==> src/fgrt_pkg.sv <==
// Package for the fine-grain read trap block: field positions, offsets,
// reset values and register map.
// Assumes an AXI4-Lite master and a core that presents one read request.
// Behaviour
// - Divert needs hypervisor on, monitor absent or enabling; class 0x18
// - A field at zero never diverts reads of its registers
// - All trap fields clear to zero on warm reset
// - Five limited-order fields exist only with that feature, else zero
// - Two instruction key fields exist only with pointer auth, else zero
// - Bit 24 diverts kernel reads of memory attribute indirection
// - Bit 23 diverts kernel reads of limited-order start register
// - Bit 22 diverts kernel reads of limited-order number register
// - Bit 21 diverts kernel reads of limited-order ident register
// - Bit 20 diverts kernel reads of limited-order end register
// - Bit 19 diverts kernel reads of limited-order control register
// - Bit 18 diverts kernel reads of interrupt status register
// - Bit 17 diverts kernel reads of fault address register
// - Bit 16 diverts kernel reads of exception syndrome register
// - Bit 15 diverts kernel and user zero-block ident unless host pair
// - Bit 14 diverts kernel and user cache type reads unless host pair
// - Bit 13 diverts kernel reads of cache size select register
// - Bit 12 diverts kernel reads of coprocessor access control
// - Bit 11 diverts kernel reads of context ident register
// - Bits 10 and 9 divert cache level and cache size ident reads
// - Bit 8 diverts kernel reads of either instruction key B half
// - Bit 7 diverts kernel reads of either instruction key A half
package fgrt_pkg;
	localparam logic [3:0] FGRT_OFS_CTRL = 4'h0;
	localparam logic [3:0] FGRT_OFS_CFG = 4'h4;
	localparam logic [3:0] FGRT_OFS_STAT = 4'h8;
	localparam logic [3:0] FGRT_OFS_CNT = 4'hc;
	localparam int FGRT_LO = 7;
	localparam int FGRT_HI = 24;
	localparam logic [31:0] FGRT_CTRL_RST = 32'h0000_0000;
	localparam logic [31:0] FGRT_LOR_MASK = 32'h00f8_0000;
	localparam logic [31:0] FGRT_PAUTH_MASK = 32'h0000_0180;
	localparam logic [31:0] FGRT_USER_MASK = 32'h0000_c000;
	localparam logic [31:0] FGRT_FIELD_MASK = 32'h01ff_ff80;
	localparam logic [5:0] FGRT_EC_TRAP = 6'h18;
	localparam int FGRT_CFG_HYP_IMPL = 0;
	localparam int FGRT_CFG_HYP_EN = 1;
	localparam int FGRT_CFG_MON_IMPL = 2;
	localparam int FGRT_CFG_MON_FGT = 3;
	localparam int FGRT_CFG_HOST_EXT = 4;
	localparam int FGRT_CFG_GEN_TRAP = 5;
	localparam logic [5:0] FGRT_CFG_RST = 6'h00;
	localparam logic [1:0] FGRT_LVL_USER = 2'h0;
	localparam logic [1:0] FGRT_LVL_KERNEL = 2'h1;
	localparam logic [1:0] FGRT_RESP_OKAY = 2'h0;
	localparam logic [1:0] FGRT_RESP_SLVERR = 2'h2;
endpackage : fgrt_pkg

==> src/fgrt_top.sv <==
// Fine-grain read trap: holds trap fields 24..7 and judges each
// system register read request from the core.
// Assumes the core presents one read per cycle on its own clock, and that
// reg_sel is the field bit index of the register being read.
`timescale 1ns/100ps
`default_nettype none
module fgrt_top #(
	parameter bit HAS_LOR = 1'b1,
	parameter bit HAS_PAUTH = 1'b1
) (
	input wire logic sys_clk,
	input wire logic rst,
	input wire logic [3:0] s_axi_awaddr,
	input wire logic s_axi_awvalid,
	output logic s_axi_awready,
	input wire logic [31:0] s_axi_wdata,
	input wire logic [3:0] s_axi_wstrb,
	input wire logic s_axi_wvalid,
	output logic s_axi_wready,
	output logic [1:0] s_axi_bresp,
	output logic s_axi_bvalid,
	input wire logic s_axi_bready,
	input wire logic [3:0] s_axi_araddr,
	input wire logic s_axi_arvalid,
	output logic s_axi_arready,
	output logic [31:0] s_axi_rdata,
	output logic [1:0] s_axi_rresp,
	output logic s_axi_rvalid,
	input wire logic s_axi_rready,
	input wire logic rd_valid,
	input wire logic [4:0] reg_sel,
	input wire logic [1:0] cur_level,
	input wire logic wide_state,
	output logic trap_valid,
	output logic [5:0] trap_class,
	output logic pass_valid
);
	logic [31:0] ctrl_reg;
	logic [5:0] cfg_reg;
	logic [31:0] impl_mask;
	logic [3:0] aw_addr_reg;
	logic aw_have_reg;
	logic [31:0] w_data_reg;
	logic [3:0] w_strb_reg;
	logic w_have_reg;
	logic [31:0] trap_cnt_reg;
	logic last_trap_reg;
	logic gate_ok;
	logic field_hit;
	logic trap_next;
	logic host_pair;
	logic [31:0] field_armed;

	// Fields whose feature is absent stay zero and cannot be written
	assign impl_mask = fgrt_pkg::FGRT_FIELD_MASK
		& ~(HAS_LOR ? 32'h0 : fgrt_pkg::FGRT_LOR_MASK)
		& ~(HAS_PAUTH ? 32'h0 : fgrt_pkg::FGRT_PAUTH_MASK);

	function automatic logic [31:0] fgrt_merge(input logic [31:0] old,
		input logic [31:0] wd, input logic [3:0] st);
		logic [31:0] res;
		res = old;
		for (int i = 0; i < 4; i++) begin
			if (st[i]) begin
				res[i*8 +: 8] = wd[i*8 +: 8];
			end
		end
		return res;
	endfunction : fgrt_merge

	// Dual fields are also reachable from the user level
	function automatic logic fgrt_dual(input logic [4:0] sel);
		return fgrt_pkg::FGRT_USER_MASK[sel];
	endfunction : fgrt_dual

	// Write channel: address and data taken in either order
	wire do_write = aw_have_reg && w_have_reg && !s_axi_bvalid;
	always_ff @(posedge sys_clk or posedge rst) begin
		if (rst) begin
			aw_have_reg <= 1'b0;
			aw_addr_reg <= 4'h0;
		end else if (s_axi_awvalid && s_axi_awready) begin
			aw_have_reg <= 1'b1;
			aw_addr_reg <= s_axi_awaddr;
		end else if (do_write) begin
			aw_have_reg <= 1'b0;
		end
	end
	always_ff @(posedge sys_clk or posedge rst) begin
		if (rst) begin
			w_have_reg <= 1'b0;
			w_data_reg <= 32'h0;
			w_strb_reg <= 4'h0;
		end else if (s_axi_wvalid && s_axi_wready) begin
			w_have_reg <= 1'b1;
			w_data_reg <= s_axi_wdata;
			w_strb_reg <= s_axi_wstrb;
		end else if (do_write) begin
			w_have_reg <= 1'b0;
		end
	end
	always_ff @(posedge sys_clk or posedge rst) begin
		if (rst) begin
			s_axi_awready <= 1'b0;
			s_axi_wready <= 1'b0;
		end else begin
			s_axi_awready <= !aw_have_reg && !(s_axi_awvalid && s_axi_awready)
				&& !s_axi_bvalid;
			s_axi_wready <= !w_have_reg && !(s_axi_wvalid && s_axi_wready)
				&& !s_axi_bvalid;
		end
	end
	always_ff @(posedge sys_clk or posedge rst) begin
		if (rst) begin
			s_axi_bvalid <= 1'b0;
			s_axi_bresp <= fgrt_pkg::FGRT_RESP_OKAY;
		end else if (do_write) begin
			s_axi_bvalid <= 1'b1;
			s_axi_bresp <= (aw_addr_reg == fgrt_pkg::FGRT_OFS_CTRL
				|| aw_addr_reg == fgrt_pkg::FGRT_OFS_CFG)
				? fgrt_pkg::FGRT_RESP_OKAY : fgrt_pkg::FGRT_RESP_SLVERR;
		end else if (s_axi_bready) begin
			s_axi_bvalid <= 1'b0;
		end
	end

	// Trap field register; warm reset is rst
	always_ff @(posedge sys_clk or posedge rst) begin
		if (rst) begin
			ctrl_reg <= fgrt_pkg::FGRT_CTRL_RST;
		end else if (do_write && aw_addr_reg == fgrt_pkg::FGRT_OFS_CTRL) begin
			ctrl_reg <= fgrt_merge(ctrl_reg, w_data_reg, w_strb_reg)
				& impl_mask;
		end
	end
	always_ff @(posedge sys_clk or posedge rst) begin
		if (rst) begin
			cfg_reg <= fgrt_pkg::FGRT_CFG_RST;
		end else if (do_write && aw_addr_reg == fgrt_pkg::FGRT_OFS_CFG
			&& w_strb_reg[0]) begin
			cfg_reg <= w_data_reg[5:0];
		end
	end

	// Read channel
	always_ff @(posedge sys_clk or posedge rst) begin
		if (rst) begin
			s_axi_arready <= 1'b0;
			s_axi_rvalid <= 1'b0;
			s_axi_rdata <= 32'h0;
			s_axi_rresp <= fgrt_pkg::FGRT_RESP_OKAY;
		end else if (s_axi_arvalid && s_axi_arready) begin
			s_axi_arready <= 1'b0;
			s_axi_rvalid <= 1'b1;
			s_axi_rresp <= fgrt_pkg::FGRT_RESP_OKAY;
			unique case (s_axi_araddr)
				fgrt_pkg::FGRT_OFS_CTRL: s_axi_rdata <= ctrl_reg;
				fgrt_pkg::FGRT_OFS_CFG: s_axi_rdata <= {26'h0, cfg_reg};
				fgrt_pkg::FGRT_OFS_STAT: s_axi_rdata <= {31'h0, last_trap_reg};
				fgrt_pkg::FGRT_OFS_CNT: s_axi_rdata <= trap_cnt_reg;
				default: begin
					s_axi_rdata <= 32'h0;
					s_axi_rresp <= fgrt_pkg::FGRT_RESP_SLVERR;
				end
			endcase
		end else begin
			if (s_axi_rvalid && s_axi_rready) begin
				s_axi_rvalid <= 1'b0;
			end
			s_axi_arready <= !s_axi_rvalid || s_axi_rready;
		end
	end

	// Common enabling condition
	assign gate_ok = cfg_reg[fgrt_pkg::FGRT_CFG_HYP_IMPL]
		&& cfg_reg[fgrt_pkg::FGRT_CFG_HYP_EN]
		&& (!cfg_reg[fgrt_pkg::FGRT_CFG_MON_IMPL]
		|| cfg_reg[fgrt_pkg::FGRT_CFG_MON_FGT]);

	assign host_pair = cfg_reg[fgrt_pkg::FGRT_CFG_HOST_EXT]
		&& cfg_reg[fgrt_pkg::FGRT_CFG_GEN_TRAP];

	// One arming bit per field; indices outside the range never divert
	for (genvar gi = 0; gi < 32; gi++) begin : g_field
		if (gi >= fgrt_pkg::FGRT_LO && gi <= fgrt_pkg::FGRT_HI) begin : g_live
			assign field_armed[gi] = ctrl_reg[gi];
			a_field_trap: assert property (@(posedge sys_clk)
				disable iff (rst)
				(rd_valid && reg_sel == 5'(gi) && ctrl_reg[gi]
				&& gate_ok && wide_state
				&& cur_level == fgrt_pkg::FGRT_LVL_KERNEL
				&& !(fgrt_dual(5'(gi)) && host_pair))
				|=> trap_valid)
				else $error("field read not diverted");
		end else begin : g_dead
			assign field_armed[gi] = 1'b0;
		end
	end

	// Field lookup; a zero field never diverts
	assign field_hit = field_armed[reg_sel];

	// Kernel reads for all fields; user reads only for the two dual fields
	always_comb begin
		trap_next = 1'b0;
		if (rd_valid && wide_state && gate_ok && field_hit) begin
			unique case (cur_level)
				fgrt_pkg::FGRT_LVL_KERNEL: begin
					// Dual fields also need the host pair clear
					trap_next = !(fgrt_dual(reg_sel)
						&& host_pair);
				end
				fgrt_pkg::FGRT_LVL_USER: begin
					trap_next = fgrt_dual(reg_sel) && !host_pair;
				end
				default: begin
					trap_next = 1'b0;
				end
			endcase
		end
	end

	always_ff @(posedge sys_clk or posedge rst) begin
		if (rst) begin
			trap_valid <= 1'b0;
			pass_valid <= 1'b0;
			trap_class <= 6'h00;
			last_trap_reg <= 1'b0;
		end else begin
			trap_valid <= trap_next;
			pass_valid <= rd_valid && !trap_next;
			trap_class <= trap_next ? fgrt_pkg::FGRT_EC_TRAP : 6'h00;
			if (rd_valid) begin
				last_trap_reg <= trap_next;
			end
		end
	end
	// Count saturates rather than wrapping so software never sees a reset
	always_ff @(posedge sys_clk or posedge rst) begin
		if (rst) begin
			trap_cnt_reg <= 32'h0;
		end else if (trap_next && trap_cnt_reg != 32'hffff_ffff) begin
			trap_cnt_reg <= trap_cnt_reg + 32'h1;
		end
	end

	// Decision checks
	a_gate_blocks: assert property (@(posedge sys_clk)
		disable iff (rst)
		!gate_ok |=> !trap_valid)
		else $error("trap without gate");

	a_zero_field: assert property (@(posedge sys_clk)
		disable iff (rst)
		(rd_valid && !field_hit) |=> !trap_valid && pass_valid)
		else $error("zero field diverted");

	a_trap_class: assert property (@(posedge sys_clk)
		disable iff (rst)
		trap_valid |-> trap_class == fgrt_pkg::FGRT_EC_TRAP)
		else $error("bad class");

	a_class_idle: assert property (@(posedge sys_clk)
		disable iff (rst)
		!trap_valid |-> trap_class == 6'h00)
		else $error("class without trap");

	// A dual field under the host pair is not diverted even from kernel
	a_kernel_trap: assert property (@(posedge sys_clk)
		disable iff (rst)
		(rd_valid && wide_state && gate_ok && field_hit
		&& cur_level == fgrt_pkg::FGRT_LVL_KERNEL
		&& !(fgrt_dual(reg_sel) && host_pair)) |=> trap_valid)
		else $error("missed trap");

	a_user_host: assert property (@(posedge sys_clk)
		disable iff (rst)
		(rd_valid && cur_level == fgrt_pkg::FGRT_LVL_USER && host_pair)
		|=> !trap_valid)
		else $error("user trap under host");

	a_user_dual: assert property (@(posedge sys_clk)
		disable iff (rst)
		(rd_valid && wide_state && gate_ok && field_hit && !host_pair
		&& cur_level == fgrt_pkg::FGRT_LVL_USER && fgrt_dual(reg_sel))
		|=> trap_valid)
		else $error("user dual read not diverted");

	a_user_plain: assert property (@(posedge sys_clk)
		disable iff (rst)
		(rd_valid && cur_level == fgrt_pkg::FGRT_LVL_USER
		&& !fgrt_dual(reg_sel)) |=> !trap_valid)
		else $error("user trap on kernel field");

	a_high_level: assert property (@(posedge sys_clk)
		disable iff (rst)
		(rd_valid && cur_level[1]) |=> !trap_valid)
		else $error("trap at upper level");

	a_narrow_state: assert property (@(posedge sys_clk)
		disable iff (rst)
		(rd_valid && !wide_state) |=> !trap_valid)
		else $error("trap in narrow state");

	a_out_range: assert property (@(posedge sys_clk)
		disable iff (rst)
		(rd_valid && (reg_sel < 5'(fgrt_pkg::FGRT_LO)
		|| reg_sel > 5'(fgrt_pkg::FGRT_HI))) |=> !trap_valid)
		else $error("trap outside field range");

	a_answer_once: assert property (@(posedge sys_clk)
		disable iff (rst)
		rd_valid |=> (trap_valid || pass_valid))
		else $error("read left unanswered");

	a_no_answer: assert property (@(posedge sys_clk)
		disable iff (rst)
		!rd_valid |=> (!trap_valid && !pass_valid))
		else $error("answer without read");

	a_one_answer: assert property (@(posedge sys_clk)
		disable iff (rst)
		!(trap_valid && pass_valid))
		else $error("both answers");

	a_status_track: assert property (@(posedge sys_clk)
		disable iff (rst)
		rd_valid |=> last_trap_reg == trap_valid)
		else $error("status not following decision");

	// Feature and reset checks
	a_lor_absent: assert property (@(posedge sys_clk)
		disable iff (rst)
		!HAS_LOR |-> (ctrl_reg & fgrt_pkg::FGRT_LOR_MASK) == 32'h0)
		else $error("lor field set");

	a_lor_trap: assert property (@(posedge sys_clk)
		disable iff (rst)
		(!HAS_LOR && rd_valid && fgrt_pkg::FGRT_LOR_MASK[reg_sel])
		|=> !trap_valid)
		else $error("absent lor field diverted");

	a_pauth_absent: assert property (@(posedge sys_clk)
		disable iff (rst)
		!HAS_PAUTH |-> (ctrl_reg & fgrt_pkg::FGRT_PAUTH_MASK) == 32'h0)
		else $error("key field set");

	a_pauth_trap: assert property (@(posedge sys_clk)
		disable iff (rst)
		(!HAS_PAUTH && rd_valid && fgrt_pkg::FGRT_PAUTH_MASK[reg_sel])
		|=> !trap_valid)
		else $error("absent key field diverted");

	a_ctrl_mask: assert property (@(posedge sys_clk)
		disable iff (rst)
		(ctrl_reg & ~impl_mask) == 32'h0)
		else $error("unimplemented field set");

	a_reset_clear: assert property (@(posedge sys_clk)
		$fell(rst) |-> ctrl_reg == fgrt_pkg::FGRT_CTRL_RST)
		else $error("fields not cleared");

	a_cfg_clear: assert property (@(posedge sys_clk)
		$fell(rst) |-> cfg_reg == fgrt_pkg::FGRT_CFG_RST)
		else $error("config not cleared");

	// Bus checks: responses stand until taken, no new write accepted meanwhile
	a_bvalid_hold: assert property (@(posedge sys_clk)
		disable iff (rst)
		(s_axi_bvalid && !s_axi_bready) |=> s_axi_bvalid)
		else $error("write response dropped");

	a_rvalid_hold: assert property (@(posedge sys_clk)
		disable iff (rst)
		(s_axi_rvalid && !s_axi_rready)
		|=> (s_axi_rvalid && $stable(s_axi_rdata)))
		else $error("read response dropped");

	a_aw_block: assert property (@(posedge sys_clk)
		disable iff (rst)
		s_axi_bvalid |-> (!s_axi_awready && !s_axi_wready))
		else $error("write taken while response pending");

	c_kernel_trap: cover property (@(posedge sys_clk) disable iff (rst)
		trap_valid);
	c_pass: cover property (@(posedge sys_clk) disable iff (rst)
		pass_valid);
	c_user_trap: cover property (@(posedge sys_clk) disable iff (rst)
		rd_valid && cur_level == 2'h0 ##1 trap_valid);
	c_host_block: cover property (@(posedge sys_clk) disable iff (rst)
		rd_valid && field_hit && host_pair ##1 pass_valid);
	c_write_done: cover property (@(posedge sys_clk) disable iff (rst)
		s_axi_bvalid && s_axi_bready);
endmodule : fgrt_top
`default_nettype wire

==> config.mk <==
export PLATFORM = sky130hd
export DESIGN_NAME = fgrt_top
export DESIGN_NICKNAME = d
export VERILOG_FILES = /design/src/fgrt_pkg.sv /design/src/fgrt_top.sv
export SDC_FILE = /design/constraint.sdc
export NUM_CORES = 1
export LEC_CHECK = 0
export ABC_CLOCK_PERIOD_IN_PS = 4040
export BUFFER_PORTS_ARGS = -buffer_cell sky130_fd_sc_hd__buf_2
export CORE_MARGIN = 5
export CORE_UTILIZATION = 45
export CTS_CLUSTER_SIZE = 20
export DETAILED_ROUTE_END_ITERATION = 10
export PLACE_DENSITY_LB_ADDON = 0.1
export SLEW_MARGIN = 30
export SYNTH_ARGS = -nofsm -noshare
export SYNTH_HDL_FRONTEND = slang
export SYNTH_SLANG_ARGS = --single-unit
==> constraint.sdc <==
create_clock -name sys_clk -period 4.04 [get_ports sys_clk]
set_input_delay 0.202 -clock sys_clk [delete_from_list [all_inputs] [get_ports sys_clk]]
set_output_delay 0.202 -clock sys_clk [all_outputs]
set_load 0.005 [all_outputs]
---- Word-level counts from Yosys, hierarchy flattened ----
Memories as Yosys holds them, arrays and structs flattened.
Cells that the tools add are included.
word-level totals
  bits in registers ....................... 140
  latch bits .............................. 0
  memory bits (writable) .................. 0
  memory bits (read-only) ................. 32
  input port bits ......................... 60
  output and inout bits ................... 49
  logic and storage cells ................. 97
  memories kept ........................... 1
cells by class
  add/sub/neg operators ................... 1
  $mul .................................... 0
  divide/modulo/power cells ............... 0
  order comparisons ....................... 1
  eq/ne operators ......................... 6
  shift-type cells ........................ 0
  multiplexer cells ....................... 17
  bitwise logic cells ..................... 0
  reduce and logical (&&, ||, !) cells .... 48
memories
  memory           depth  bits a word  rd ports  clocked after memory_dff  wr ports  line            source
  (no name shown)  32     1            1         0                         0         fgrt_top.sv:73  return fgrt_pkg::FGRT_USER_MASK[sel];
operator list
  operator                                             count
  one-hot mux 32 bit (4 select lines)                  1
  adder 32 x 1 -> 32 bit (second input constant)       1
  inequality test 32 bit (second input constant)       1
  logical AND 1 bit                                    23
  2-to-1 mux 1 bit                                     11
  logical NOT 1 bit                                    10
  == test 4 x 3 -> 1 bit (second input constant)       2
  == test 4 bit (second input constant)                2
  logical NOT 4 bit                                    2
  AND reduction 2 bit                                  4
  nonzero test 2 bit                                   4
  < comparator 5 x 6 -> 1 bit (second input constant)  1
  binary-select mux 1 bit (select 5 bit)               1
  2-to-1 mux 5 bit                                     1
  2-to-1 mux 2 bit                                     2
  OR reduction 4 bit                                   1
  logical OR 1 bit                                     3
  == test 2 x 1 -> 1 bit (second input constant)       1
  logical NOT 2 bit                                    1
  one-hot mux 1 bit (2 select lines)                   1

---- Longest topological paths before layout ----
Gate-level depths: netlist of the first run.
  word-level depth ........................ 8
  depth in mapped cells ................... 9
  gate-level depth less buffers ........... 7

---- Least setup slack after synthesis of the first run ----
Ideal clock, no wire load.
  kind .................................... reg2reg
  start ................................... register ctrl_reg[23]
  end ..................................... register trap_cnt_reg[1]
  library setup time ...................... 125 ps
  arrival time ............................ 1,875 ps
  required time ........................... 3,915 ps
  setup slack ............................. 2,041 ps
  stages on the path, launching flop included .. 8
  path buffers ............................ 0
  period minus slack after synthesis ...... 1,999 ps
  cell sequence ........................... dfrtp_1 -> mux4_2 -> nand2b_1 -> a211o_1 -> nand3_4 -> inv_6 -> nand2_1 -> mux2_2
between the ends
  longest elaborated chain between the ends .. 5
ends and longest elaborated chain
  item                                    line             source
  start: declaration                      fgrt_top.sv:38   logic [31:0] ctrl_reg;
  start signal: assignment                fgrt_top.sv:130  ctrl_reg <= fgrt_pkg::FGRT_CTRL_RST;
  start signal: assignment                fgrt_top.sv:132  ctrl_reg <= fgrt_merge(ctrl_reg, w_data_reg, w_strb_reg)
  binary-select mux 1 bit (select 5 bit)  fgrt_top.sv:201  assign field_hit = field_armed[reg_sel];
  2-to-1 mux 1 bit (implied by the code)  fgrt_top.sv:201
  logical AND 1 bit                       fgrt_top.sv:206  if (rd_valid && wide_state && gate_ok && field_hit) begin
  2-to-1 mux 1 bit                        fgrt_top.sv:206
  logical AND 1 bit                       fgrt_top.sv:242  end else if (trap_next && trap_cnt_reg != 32'hffff_ffff) begin
  end signal: assignment                  fgrt_top.sv:243  trap_cnt_reg <= trap_cnt_reg + 32'h1;
  end: declaration                        fgrt_top.sv:46   logic [31:0] trap_cnt_reg;
Every way passes these cells. The select of a mux whose other input is x is not followed.
A chain may end at the register's enable or synchronous reset.

---- Worst setup path in the final report of the first run ----
  start ................................... register trap_cnt_reg[2]
  end ..................................... register trap_cnt_reg[18]
between the ends
  longest elaborated chain between the ends .. 2
  elaborated cells between the ends (all ways) .. 3
  those cells by class .................... 1 x add/sub; 1 x eq/ne; 1 x reduce/logical
ends and longest elaborated chain
  item
  branches (longest 2 deep; another with adder 32 x 1 -> 32 bit)
Parallel ways; which one is timed is not known.

==> impl_results.md, run 1 <==
- # fillers: 1147
- Vias/cell: 5.24
- Synthesis-to-layout area growth: 21.1%
- Postcts setup bufs: 0
- Top-area cell type share of the netlist area: 56.7%
- Final Skew: 0.00793 ns
- Initial antenna violation count: 0
- Post-synth EDFFs: 0
- Hold Vio Cnt, Final: 0
- Most area-consuming cells after synthesis: dfrtp_1, mux2_2, nand2_1
- HP Class: input port to register
- Rel. slew slack: 48.9%
- WP data arrival: 2.73 ns
- Clk root buf: clkbuf_16
- Most frequent cells in the layout: dfrtp_1, buf_2, nand2_1, mux2_2, o21ai_0
- FFs w/ async S/R, synth: 100%
- H-tree levels: 4
- Worst Setup Path Type: register to register
- Detailed Place HPWL: 8920 µm
- Gr usage total: 18.2%
- Synth unique cells: 51
- Mapped Cells: 496
- Final nets: 660
- Hold endpoint: w_data_reg[18]$_DFFE_PP0P_
- RSZ-0062 raised after global routing: false
- DRC viols: 0
- CP Capture Type: register
- Static leakage: 3.34 nW
- Sequential share of the synthesized area: 56.7%
- Total grt overflow: 0
- Full die area: 0.0153 mm²
- DRT Pass-1 Iters: 5
- Slew Viols, Final: 0
- # hold bufs at CTS: 10
- Layout cell share with drive strength beyond 1: 32.2%
- Minimum clock period: 2.44 ns
- Mux share of post-synthesis cell area: 12.5%
- Final setup viols: 0
- PostCTS Resize Cnt: 0
- Port Buf Inserts: 94
- Layout Cells excl Fill: 780
- FF-to-FF setup slack: 1.60 ns
- Post-synth top area cell: dfrtp_1
- HP Start: s_axi_wdata[18]
- Row cnt: 41
- PD cells: 523 mW/mm²
- Slew @ Worst Pin: 0.766 ns
- Xor/xnor share of the synthesized area: 4.51%
- I/O pins: 109
- Largest net degree at the start of global routing: 61
- Critical Path RT: 4.34 ns
- First-pass GRT wire length: 21400 µm
- Max Cap Viol: 0
- CTS tree: done
- Height of the die: 124 µm
- TNS Setup: 0 ns
- Adder-cell area share of the yosys netlist: 0.215%
- Chip width: 124 µm
- Clock Sinks: 132
- Antenna diodes: 0
- WHS Path Cells: 2
- Yosys warns: 0
- Max Freq: 0.410 GHz
- Peak VDD IR: 0.323 mV
- Synth Cell Area: 0.00582 mm²
- Clock latency on the worst-skew pair: 0.41 ns
- DR vias: 4091
- Synth Area in Compound Gates: 8.17%
- DRT iter0 DRCs: 228
- Period utilization: 60.3%
- Avg WL per Cell: 16.4 µm
- Post-synthesis simple-gate area fraction: 14.1%
- Crit path launch type: register
- RR Startpoint: trap_cnt_reg[2]$_DFFE_PP0P_
- Syn avg cell area: 11.7 µm²
- Core Region: 0.0127 mm²
- Placed insts: 742
- Clock slew at reported path FFs: 0.05 ns
- Main synth FF type: dfrtp_1
- CP max FO: 19
- R2r endpoint: trap_cnt_reg[18]$_DFFE_PP0P_
- Seq cells post-synth: 132
- Initial core utilization: 46.0%
- Leading cell type in the layout, fill and taps excluded: dfrtp_1
- Status: complete, no violations
- Total Routed Length: 12800 µm
- FF-to-FF path depth: 6
- Vias in the first global route: 4168
- Post-route ant nets: 0
- Gp weighted congestion: 0.896
- CTS Buffer Depth: 2
- Main combinational cell family by area after synthesis: simple AND/OR/NAND/NOR gates
- Post-layout util: 55.7%
- TritonCTS Buffers: 17
==> cells in the mapped netlist, types with 2 or more instances <==
cell type,n
xor2_1,7
mux2i_1,4
nand3_1,12
xnor2_1,23
a211oi_1,2
nand4_1,18
a31oi_1,3
and2_1,4
a22oi_1,23
buf_6,2
and4b_1,2
inv_1,12
nor4_1,2
dfrtp_1,132
and3_1,11
nor3_1,5
o21ai_0,37
nor2_1,9
clkbuf_1,19
nor2b_1,6
nand2_1,66
buf_4,8
mux2_2,57
nor4_2,2
and4_1,4
==> layout make-up <==
type                            count  area [µm²]  share of cell area, %
Inverter                           13        56.3                  0.798
Clock buffer                       23         478                   6.78
Timing Repair Buffer              109         608                   8.62
Tap cell                          172         215                   3.05
Multi-Input combinational cell    326        2340                   33.2
Clock inverter                      5        53.8                  0.763
Sequential cell                   132        3300                   46.8
==> logic make-up (layout without fill, tap and decap cells) <==
family | Yosys count | after routing
AOI/OAI and AO/OA | 75 | 75
xor gates and xnor gates | 30 | 30
adders and majority gates | 1 | 1
buffers and inverters | 43 | 150
DFF | 132 | 132
muxes | 63 | 63
other | 1 | 6
and+or+nand+nor | 151 | 151
==> worst max-delay path: stages, from the launching register on <==
cell and delay [ns]:
dfrtp_1 0.43, nand4_1 0.18, nor4_1 0.60, nand3_2 0.48, nor2b_1 0.29, and4_1 0.20, xor2_1 0.14
==> worst max-delay path by stage <==
stage,startpoint,end,slack (ns),depth (start not counted)
global placement,trap_cnt_reg[2]$_DFFE_PP0P_,trap_cnt_reg[18]$_DFFE_PP0P_,1.62,6
detailed placement,trap_cnt_reg[2]$_DFFE_PP0P_,trap_cnt_reg[18]$_DFFE_PP0P_,1.61,6
global route,trap_cnt_reg[2]$_DFFE_PP0P_,trap_cnt_reg[18]$_DFFE_PP0P_,1.40,6
floorplan,rst,aw_addr_reg[0]$_DFFE_PP0P_,0.31,1
finish,trap_cnt_reg[2]$_DFFE_PP0P_,trap_cnt_reg[18]$_DFFE_PP0P_,1.60,6
CTS,trap_cnt_reg[2]$_DFFE_PP0P_,trap_cnt_reg[18]$_DFFE_PP0P_,1.61,6
==> metal layers <==
metal / up-vias / share of wire, % / global-route usage (%)
li1: 1960 / - / -
met1: 1992 / 44 / 24.1
met2: 119 / 47 / 27.6
met3: 20 / 6.9 / 5.40
met4: 0 / 2.0 / 8.10
met5: - / 0 / 0
==> power by group <==
| group | total, mW | internal (mW) | switching (mW) | leakage, nW |
|---|---|---|---|---|
| Clock | 1.40 | 0.877 | 0.520 | 0.265 |
| Sequential | 1.79 | 1.60 | 0.186 | 1.74 |
| Combinational | 0.507 | 0.301 | 0.207 | 1.33 |
| Total | 3.69 | 2.78 | 0.913 | 3.34 |
==> per-stage QoR <==
stage          hold slack, ns  instance area, µm²  setup slack (ns)  power [mW]
3_5_place_dp            0.386                6420              1.61        2.32
3_3_place_gp            0.378                6410              1.62        2.28
4_1_cts               0.00175                7050              1.61        3.74
2_1_floorplan           0.295                5840             0.312        2.12
6_report               0.0196                7050              1.60        3.69
5_1_grt               0.00715                7050              1.40        3.87
No activity file was read; power rests on OpenSTA's default activity.
==> run 2, diff against run 1 <==
ABC_AREA = 1   (was not set)
ABC_CLOCK_PERIOD_IN_PS = 2100   (was 4040)
clock period = 2.1 ns   (was 4.04 ns; I/O delays follow)
==> impl_results.md, run 2 <==
- Synthesis-to-layout area growth: 25.4%
- First-pass GRT wire length: 28900 µm (+35%)
- Initial core utilization: 45.7% (-0.21 points)
- Post-synthesis simple-gate area fraction: 31.8% (+18 points)
- Vias in the first global route: 5741 (+38%)
- Clock latency on the worst-skew pair: 0.42 ns (about the same)
- CP max FO: 32 (+13)
- Layout Cells excl Fill: 1194 (+53%)
- Detailed Place HPWL: 12400 µm (+39%)
- FF-to-FF path depth: 10 (+4)
- Syn avg cell area: 7.70 µm² (-34%)
- Post-layout util: 57.4% (+1.7 points)
- Peak VDD IR: 0.646 mV (+100%)
- Most area-consuming cells after synthesis: dfrtp_1, nand2_1, nor2_1
- Max Freq: 0.545 GHz (+33%)
- Mux share of post-synthesis cell area: 1.53% (-11 points)
- Gp weighted congestion: 0.897 (+0.13%)
- RSZ-0062 raised after global routing: false
- HP Class: input port to register
- Final setup viols: 0 (unchanged)
- PostCTS Resize Cnt: 0 (unchanged)
- TritonCTS Buffers: 17 (unchanged)
- WHS Path Cells: 3 (+1)
- Hold Vio Cnt, Final: 0 (unchanged)
- Post-route ant nets: 0 (unchanged)
- Slew @ Worst Pin: 0.738 ns (-0.0278 ns)
- DRT Pass-1 Iters: 5 (unchanged)
- Chip width: 131 µm (+6.1%)
- Seq cells post-synth: 132 (unchanged)
- Slew Viols, Final: 0 (unchanged)
- WP data arrival: 2.18 ns (-0.55 ns)
- Met3 WL: 955 µm (+7.5%)
- Initial antenna violation count: 0 (unchanged)
- Final nets: 1060 (+61%)
- PD cells: 880 mW/mm² (+68%)
- Yosys warns: 0 (unchanged)
- Largest net degree at the start of global routing: 38 (-38%)
- Clk root buf: clkbuf_16
- Synth unique cells: 31 (-39%)
- DRC viols: 0 (unchanged)
- Mapped Cells: 860 (+73%)
- Total Routed Length: 17300 µm (+35%)
- CTS Buffer Depth: 2 (unchanged)
- Synth Cell Area: 0.00662 mm² (+14%)
- Crit path launch type: register
- CP Capture Type: register
- TNS Setup: 0 ns (unchanged)
- Main combinational cell family by area after synthesis: simple AND/OR/NAND/NOR gates
- Post-synth top area cell: dfrtp_1
- Top Metal Used: met4
- Worst Setup Path Type: register to register
- Layout cell share with drive strength beyond 1: 17.4% (-15 points)
- DR vias: 5918 (+45%)
- Clock slew at reported path FFs: 0.06 ns (about the same)
- Max Cap Viol: 0 (unchanged)
- Minimum clock period: 1.84 ns (-0.601 ns)
- Synth Area in Compound Gates: 6.29% (-1.9 points)
- Height of the die: 131 µm (+6.1%)
- Met1 WL: 7700 µm (+38%)
- Sequential share of the synthesized area: 49.9% (-6.9 points)
- Vias/cell: 4.96 (-5.5%)
- Postcts setup bufs: 0 (unchanged)
- Core Region: 0.0145 mm² (+14%)
- Post-synth top cells: nand2_1, dfrtp_1, nor2_1, inv_1, o21ai_0
- FFs w/ async S/R, synth: 100% (unchanged)
- # hold bufs at CTS: 36 (+26)
- CTS tree: done
- Leading cell type in the layout, fill and taps excluded: nand2_1
- # fillers: 1379 (+20%)
- Xor/xnor share of the synthesized area: 1.98% (-2.5 points)
- Antenna diodes: 0 (unchanged)
- Full die area: 0.0172 mm² (+13%)
- Period utilization: 87.4% (+27 points)
- Static leakage: 4.36 nW (+31%)
- Overall Power: 7.31 mW (+98%)
- Rel. slew slack: 50.7% (+1.8 points)
- Clock Sinks: 132 (unchanged)
- Met2 wire length: 8390 µm (+39%)
- Main synth FF type: dfrtp_1
- Hold slack: 0.0846 ns (+0.0650 ns)
- I/O pins: 109 (unchanged)
- Total grt overflow: 0 (unchanged)
- Adder-cell area share of the yosys netlist: 0.189% (-0.026 points)
- Status: complete, no violations
- DRT iter0 DRCs: 330 (+45%)
- Row cnt: 44 (+7.3%)
- Post-synth EDFFs: 0 (unchanged)
- Port Buf Inserts: 94 (unchanged)
- Placed insts: 1128 (+52%)
- Gr usage total: 20.4% (+2.3 points)
- H-tree levels: 4 (unchanged)
- Top-count cell post-synth: nand2_1
- Most frequent cells in the layout: nand2_1, dfrtp_1, buf_2, nor2_1, inv_1
- Top-area cell type share of the netlist area: 49.9% (-6.9 points)
- Final Skew: 0.0121 ns (+0.00418 ns)
- Avg WL per Cell: 14.4 µm (-12%)
- Critical Path RT: 2.45 ns (-1.89 ns)
run 2: cell types whose count changed in the layout (fill, tap and decap cells not counted), moves of 17 or more:
cell           before  now
nand4_1            18   35
dlygate4sd3_1      10   36
xnor2_1            23    2
a21oi_1             1   27
inv_1              11   81
nand3_1            12   35
mux2_2             57    9
nand2_1            65  319
a22oi_1            23    0
nor2_1              9   83
run 2: routing by layer:
layer | vias to the layer above | global-route usage [%]
met5 | - | 0
met2 | 137 | 33.9
met1 | 2787 | 27.3
met3 | 15 | 4.89
met4 | 0 | 4.86
li1 | 2979 | -
run 2: layout make-up:
class / count / area (µm²) / share of cell area [%]
inverters: 88 / 334 / 4.02
multi-input cells: 606 / 2790 / 33.6
repair buffers: 154 / 1070 / 12.9
well taps: 184 / 230 / 2.77
clock buffers: 17 / 425 / 5.12
clock inverters: 13 / 150 / 1.81
flip-flops and latches: 132 / 3300 / 39.8
run 2: where the power goes:
part,internal [mW],switching [mW]
Sequential,3.03,0.209
Combinational,0.472,0.682
Clock,1.75,1.16
Total,5.25,2.05
run 2: stage by stage:
step / setup slack (ns) / instance area (µm²)
after floorplan: 0.358 / 6650
after global placement: 0.300 / 7370
after detailed placement: 0.316 / 7370
after CTS: 0.272 / 8310
after global routing: 0.0684 / 8310
final: 0.264 / 8310
run 2: path summary, 6_finish.rpt:
check	startpoint	endpoint	slack [ns]
max	trap_cnt_reg[0]$_DFFE_PP0P_	trap_cnt_reg[26]$_DFFE_PP0P_	0.26
min	s_axi_awvalid	aw_have_reg$_DFFE_PP0P_	0.08
max reg2reg	trap_cnt_reg[0]$_DFFE_PP0P_	trap_cnt_reg[26]$_DFFE_PP0P_	0.26
min reg2reg	s_axi_rvalid$_DFFE_PP0P_	s_axi_arready$_DFF_PP0_	0.46
max in group asynchronous	rst	ctrl_reg[17]$_DFFE_PP0P_	1.11
min in group asynchronous	rst	s_axi_rdata[31]$_DFFE_PP0P_	0.36
run 2: cells by family after synthesis:
group | after synthesis
buf+inv | 127
other cells | 1
flops | 132
compound gates | 79
simple gates | 496
mux | 9
fa+ha+maj | 1
xor+xnor | 15
run 2: worst max-delay path: stages, from the launching register on:
cell and delay [ns]:
dfrtp_1 0.44, ha_1 0.21, nand2_1 0.09, nor2_4 0.12, nand2_4 0.10, nor2_4 0.17, nand3b_4 0.12, nand4_4 0.13
buf_12 0.19, nand2_1 0.09, nand2_1 0.09
==> run 3, diff against run 2 <==
PLACE_DENSITY = 0.69   (was not set)
PLACE_DENSITY_LB_ADDON = not set   (was 0.1)
==> impl_results.md, run 3 (synthesis results as in run 2) <==
- First-pass GRT wire length: 28800 µm (-0.45%)
- Clock Sinks: 132 (unchanged)
- Initial core utilization: 45.7% (unchanged)
- Port Buf Inserts: 94 (unchanged)
- Layout cell share with drive strength beyond 1: 17.1% (-0.35 points)
- Crit path launch type: register
- FF-to-FF setup slack: 0.29 ns (+0.03 ns)
- Vias/cell: 5.01 (+1.0%)
- Leading cell type in the layout, fill and taps excluded: nand2_1
- Peak VDD IR: 0.794 mV (+23%)
- DRT Pass-1 Iters: 5 (unchanged)
- PostCTS Resize Cnt: 0 (unchanged)
- Worst Setup Path Type: register to register
- Storage cell area: 0.00330 mm² (unchanged)
- Final nets: 1056 (-0.38%)
- Clock slew at reported path FFs: 0.06 ns (about the same)
- Detailed Place HPWL: 11500 µm (-7.0%)
- Critical Path RT: 2.40 ns (-0.05 ns)
- PD cells: 906 mW/mm² (+3.0%)
- # fillers: 1295 (-6.1%)
- DRT iter0 DRCs: 446 (+35%)
- Avg WL per Cell: 14.1 µm (-2.4%)
- Slew Viols, Final: 0 (unchanged)
- TritonCTS Buffers: 17 (unchanged)
- Gr usage total: 20.0% (-0.43 points)
- Core Region: 0.0145 mm² (unchanged)
- Antenna diodes: 0 (unchanged)
- Largest net degree at the start of global routing: 104 (+170%)
- Synthesis-to-layout area growth: 25.5% (about the same)
- Rel. slew slack: 55.4% (+4.7 points)
- Most frequent cells in the layout: nand2_1, dfrtp_1, buf_2, nor2_1, inv_1
- Row cnt: 44 (unchanged)
- M1 GR Usage: 25.9% (-1.4 points)
- Final setup viols: 0 (unchanged)
- Slew @ Worst Pin: 0.667 ns (-0.0708 ns)
- Hold endpoint: aw_have_reg$_DFFE_PP0P_
- Met3 track demand over resource: 4.40% (-0.50 points)
- Clk root buf: clkbuf_16
- Final Skew: 0.00926 ns (-0.00285 ns)
- HP Class: input port to register
- Static leakage: 4.35 nW (-0.15%)
- Post-route ant nets: 0 (unchanged)
- CP Capture Type: register
- DR vias: 5964 (+0.78%)
- CP max FO: 4 (-88%)
- Clock latency on the worst-skew pair: 0.42 ns (about the same)
- HP Start: s_axi_awvalid
- Hold Vio Cnt, Final: 0 (unchanged)
- CTS tree: done
- WHS Path Cells: 3 (unchanged)
- Total Routed Length: 16800 µm (-2.6%)
- Max Cap Viol: 0 (unchanged)
- WP data arrival: 2.11 ns (-0.07 ns)
- RR Startpoint: trap_cnt_reg[1]$_DFFE_PP0P_
- Chip width: 131 µm (unchanged)
- I/O pins: 109 (unchanged)
- R2r endpoint: trap_cnt_reg[30]$_DFFE_PP0P_
- Area occupied by multi-input gates: 0.00279 mm² (unchanged)
- Grt met2 use: 33.1% (-0.76 points)
- RSZ-0062 raised after global routing: false
- TNS Setup: 0 ns (unchanged)
- Vias in the first global route: 5925 (+3.2%)
- Full die area: 0.0172 mm² (unchanged)
- CTS Buffer Depth: 2 (unchanged)
- Most Used Layer, Global Route: met2
- Period utilization: 86.1% (-1.3 points)
- Post-layout util: 57.4% (about the same)
- H-tree levels: 4 (unchanged)
- Initial antenna violation count: 0 (unchanged)
- Gp weighted congestion: 0.956 (+6.5%)
- Height of the die: 131 µm (unchanged)
- Total grt overflow: 0 (unchanged)
- FF-to-FF path depth: 11 (+1)
- Max Freq: 0.553 GHz (+1.5%)
- Status: complete, no violations
- Minimum clock period: 1.81 ns (-0.0277 ns)
- DRC viols: 0 (unchanged)
## run 3: power by group
group	leakage, nW	switching, mW	internal (mW)	total [mW]
registers	1.72	0.212	3.03	3.24
logic	2.34	0.677	0.464	1.14
clock network	0.297	1.12	2.02	3.14
total	4.35	2.01	5.51	7.53
## run 3: worst max-delay path by stage
stage / end / depth (start not counted) / slack (ns) / start
after CTS: trap_cnt_reg[30]$_DFFE_PP0P_ / 11 / 0.29 / trap_cnt_reg[1]$_DFFE_PP0P_
after global routing: ctrl_reg[23]$_DFFE_PP0P_ / 7 / 0.09 / s_axi_bvalid$_DFFE_PP0P_
after detailed placement: trap_cnt_reg[30]$_DFFE_PP0P_ / 11 / 0.32 / trap_cnt_reg[1]$_DFFE_PP0P_
after floorplan: aw_addr_reg[0]$_DFFE_PP0P_ / 1 / 0.36 / rst
after global placement: trap_cnt_reg[30]$_DFFE_PP0P_ / 11 / 0.36 / trap_cnt_reg[1]$_DFFE_PP0P_
final: trap_cnt_reg[30]$_DFFE_PP0P_ / 11 / 0.29 / trap_cnt_reg[1]$_DFFE_PP0P_
## run 3: timing repair
action                                  CTS  global route
endpoints found under the setup margin    0             0
hold buffers                             36             0
endpoints found under the hold margin   169             0
buffers inserted                          0             0
## run 3: stage by stage
stage	power (mW)	setup WS [ns]	instance area [µm²]	hold slack, ns	instances
after floorplan	4.02	0.358	6650	0.201	865
after global placement	4.32	0.361	7330	0.285	1124
after detailed placement	4.37	0.316	7330	0.277	1124
after CTS	7.59	0.287	8310	0.0713	1191
after global routing	7.93	0.0902	8310	0.122	1191
final	7.53	0.292	8310	0.0708	1191
## run 3: layout make-up
class                   instances  area share, %
inverters                      88           4.02
repair buffers                150           12.4
well taps                     184           2.77
clock inverters                11           2.11
flip-flops and latches        132           39.7
multi-input cells             606           33.6
clock buffers                  20           5.37
## run 3: critical path: stages, from the launching register on
cell and delay (ns):
dfrtp_1 0.40, ha_1 0.20, nand2_1 0.09, nor2_4 0.13, buf_4 0.15, nand2_1 0.14
nor2_1 0.24, nand2_1 0.09, nand2_1 0.06, nand2_1 0.05, nand4_1 0.08, nand2_1 0.05
## run 3: per-layer routing
layer	share of wire, %	wire length, µm	vias to the layer above
li1	-	-	2973
met1	44	7390	2805
met2	48	8100	160
met3	5.7	965	26
met4	2.0	343	0
met5	0	0	-
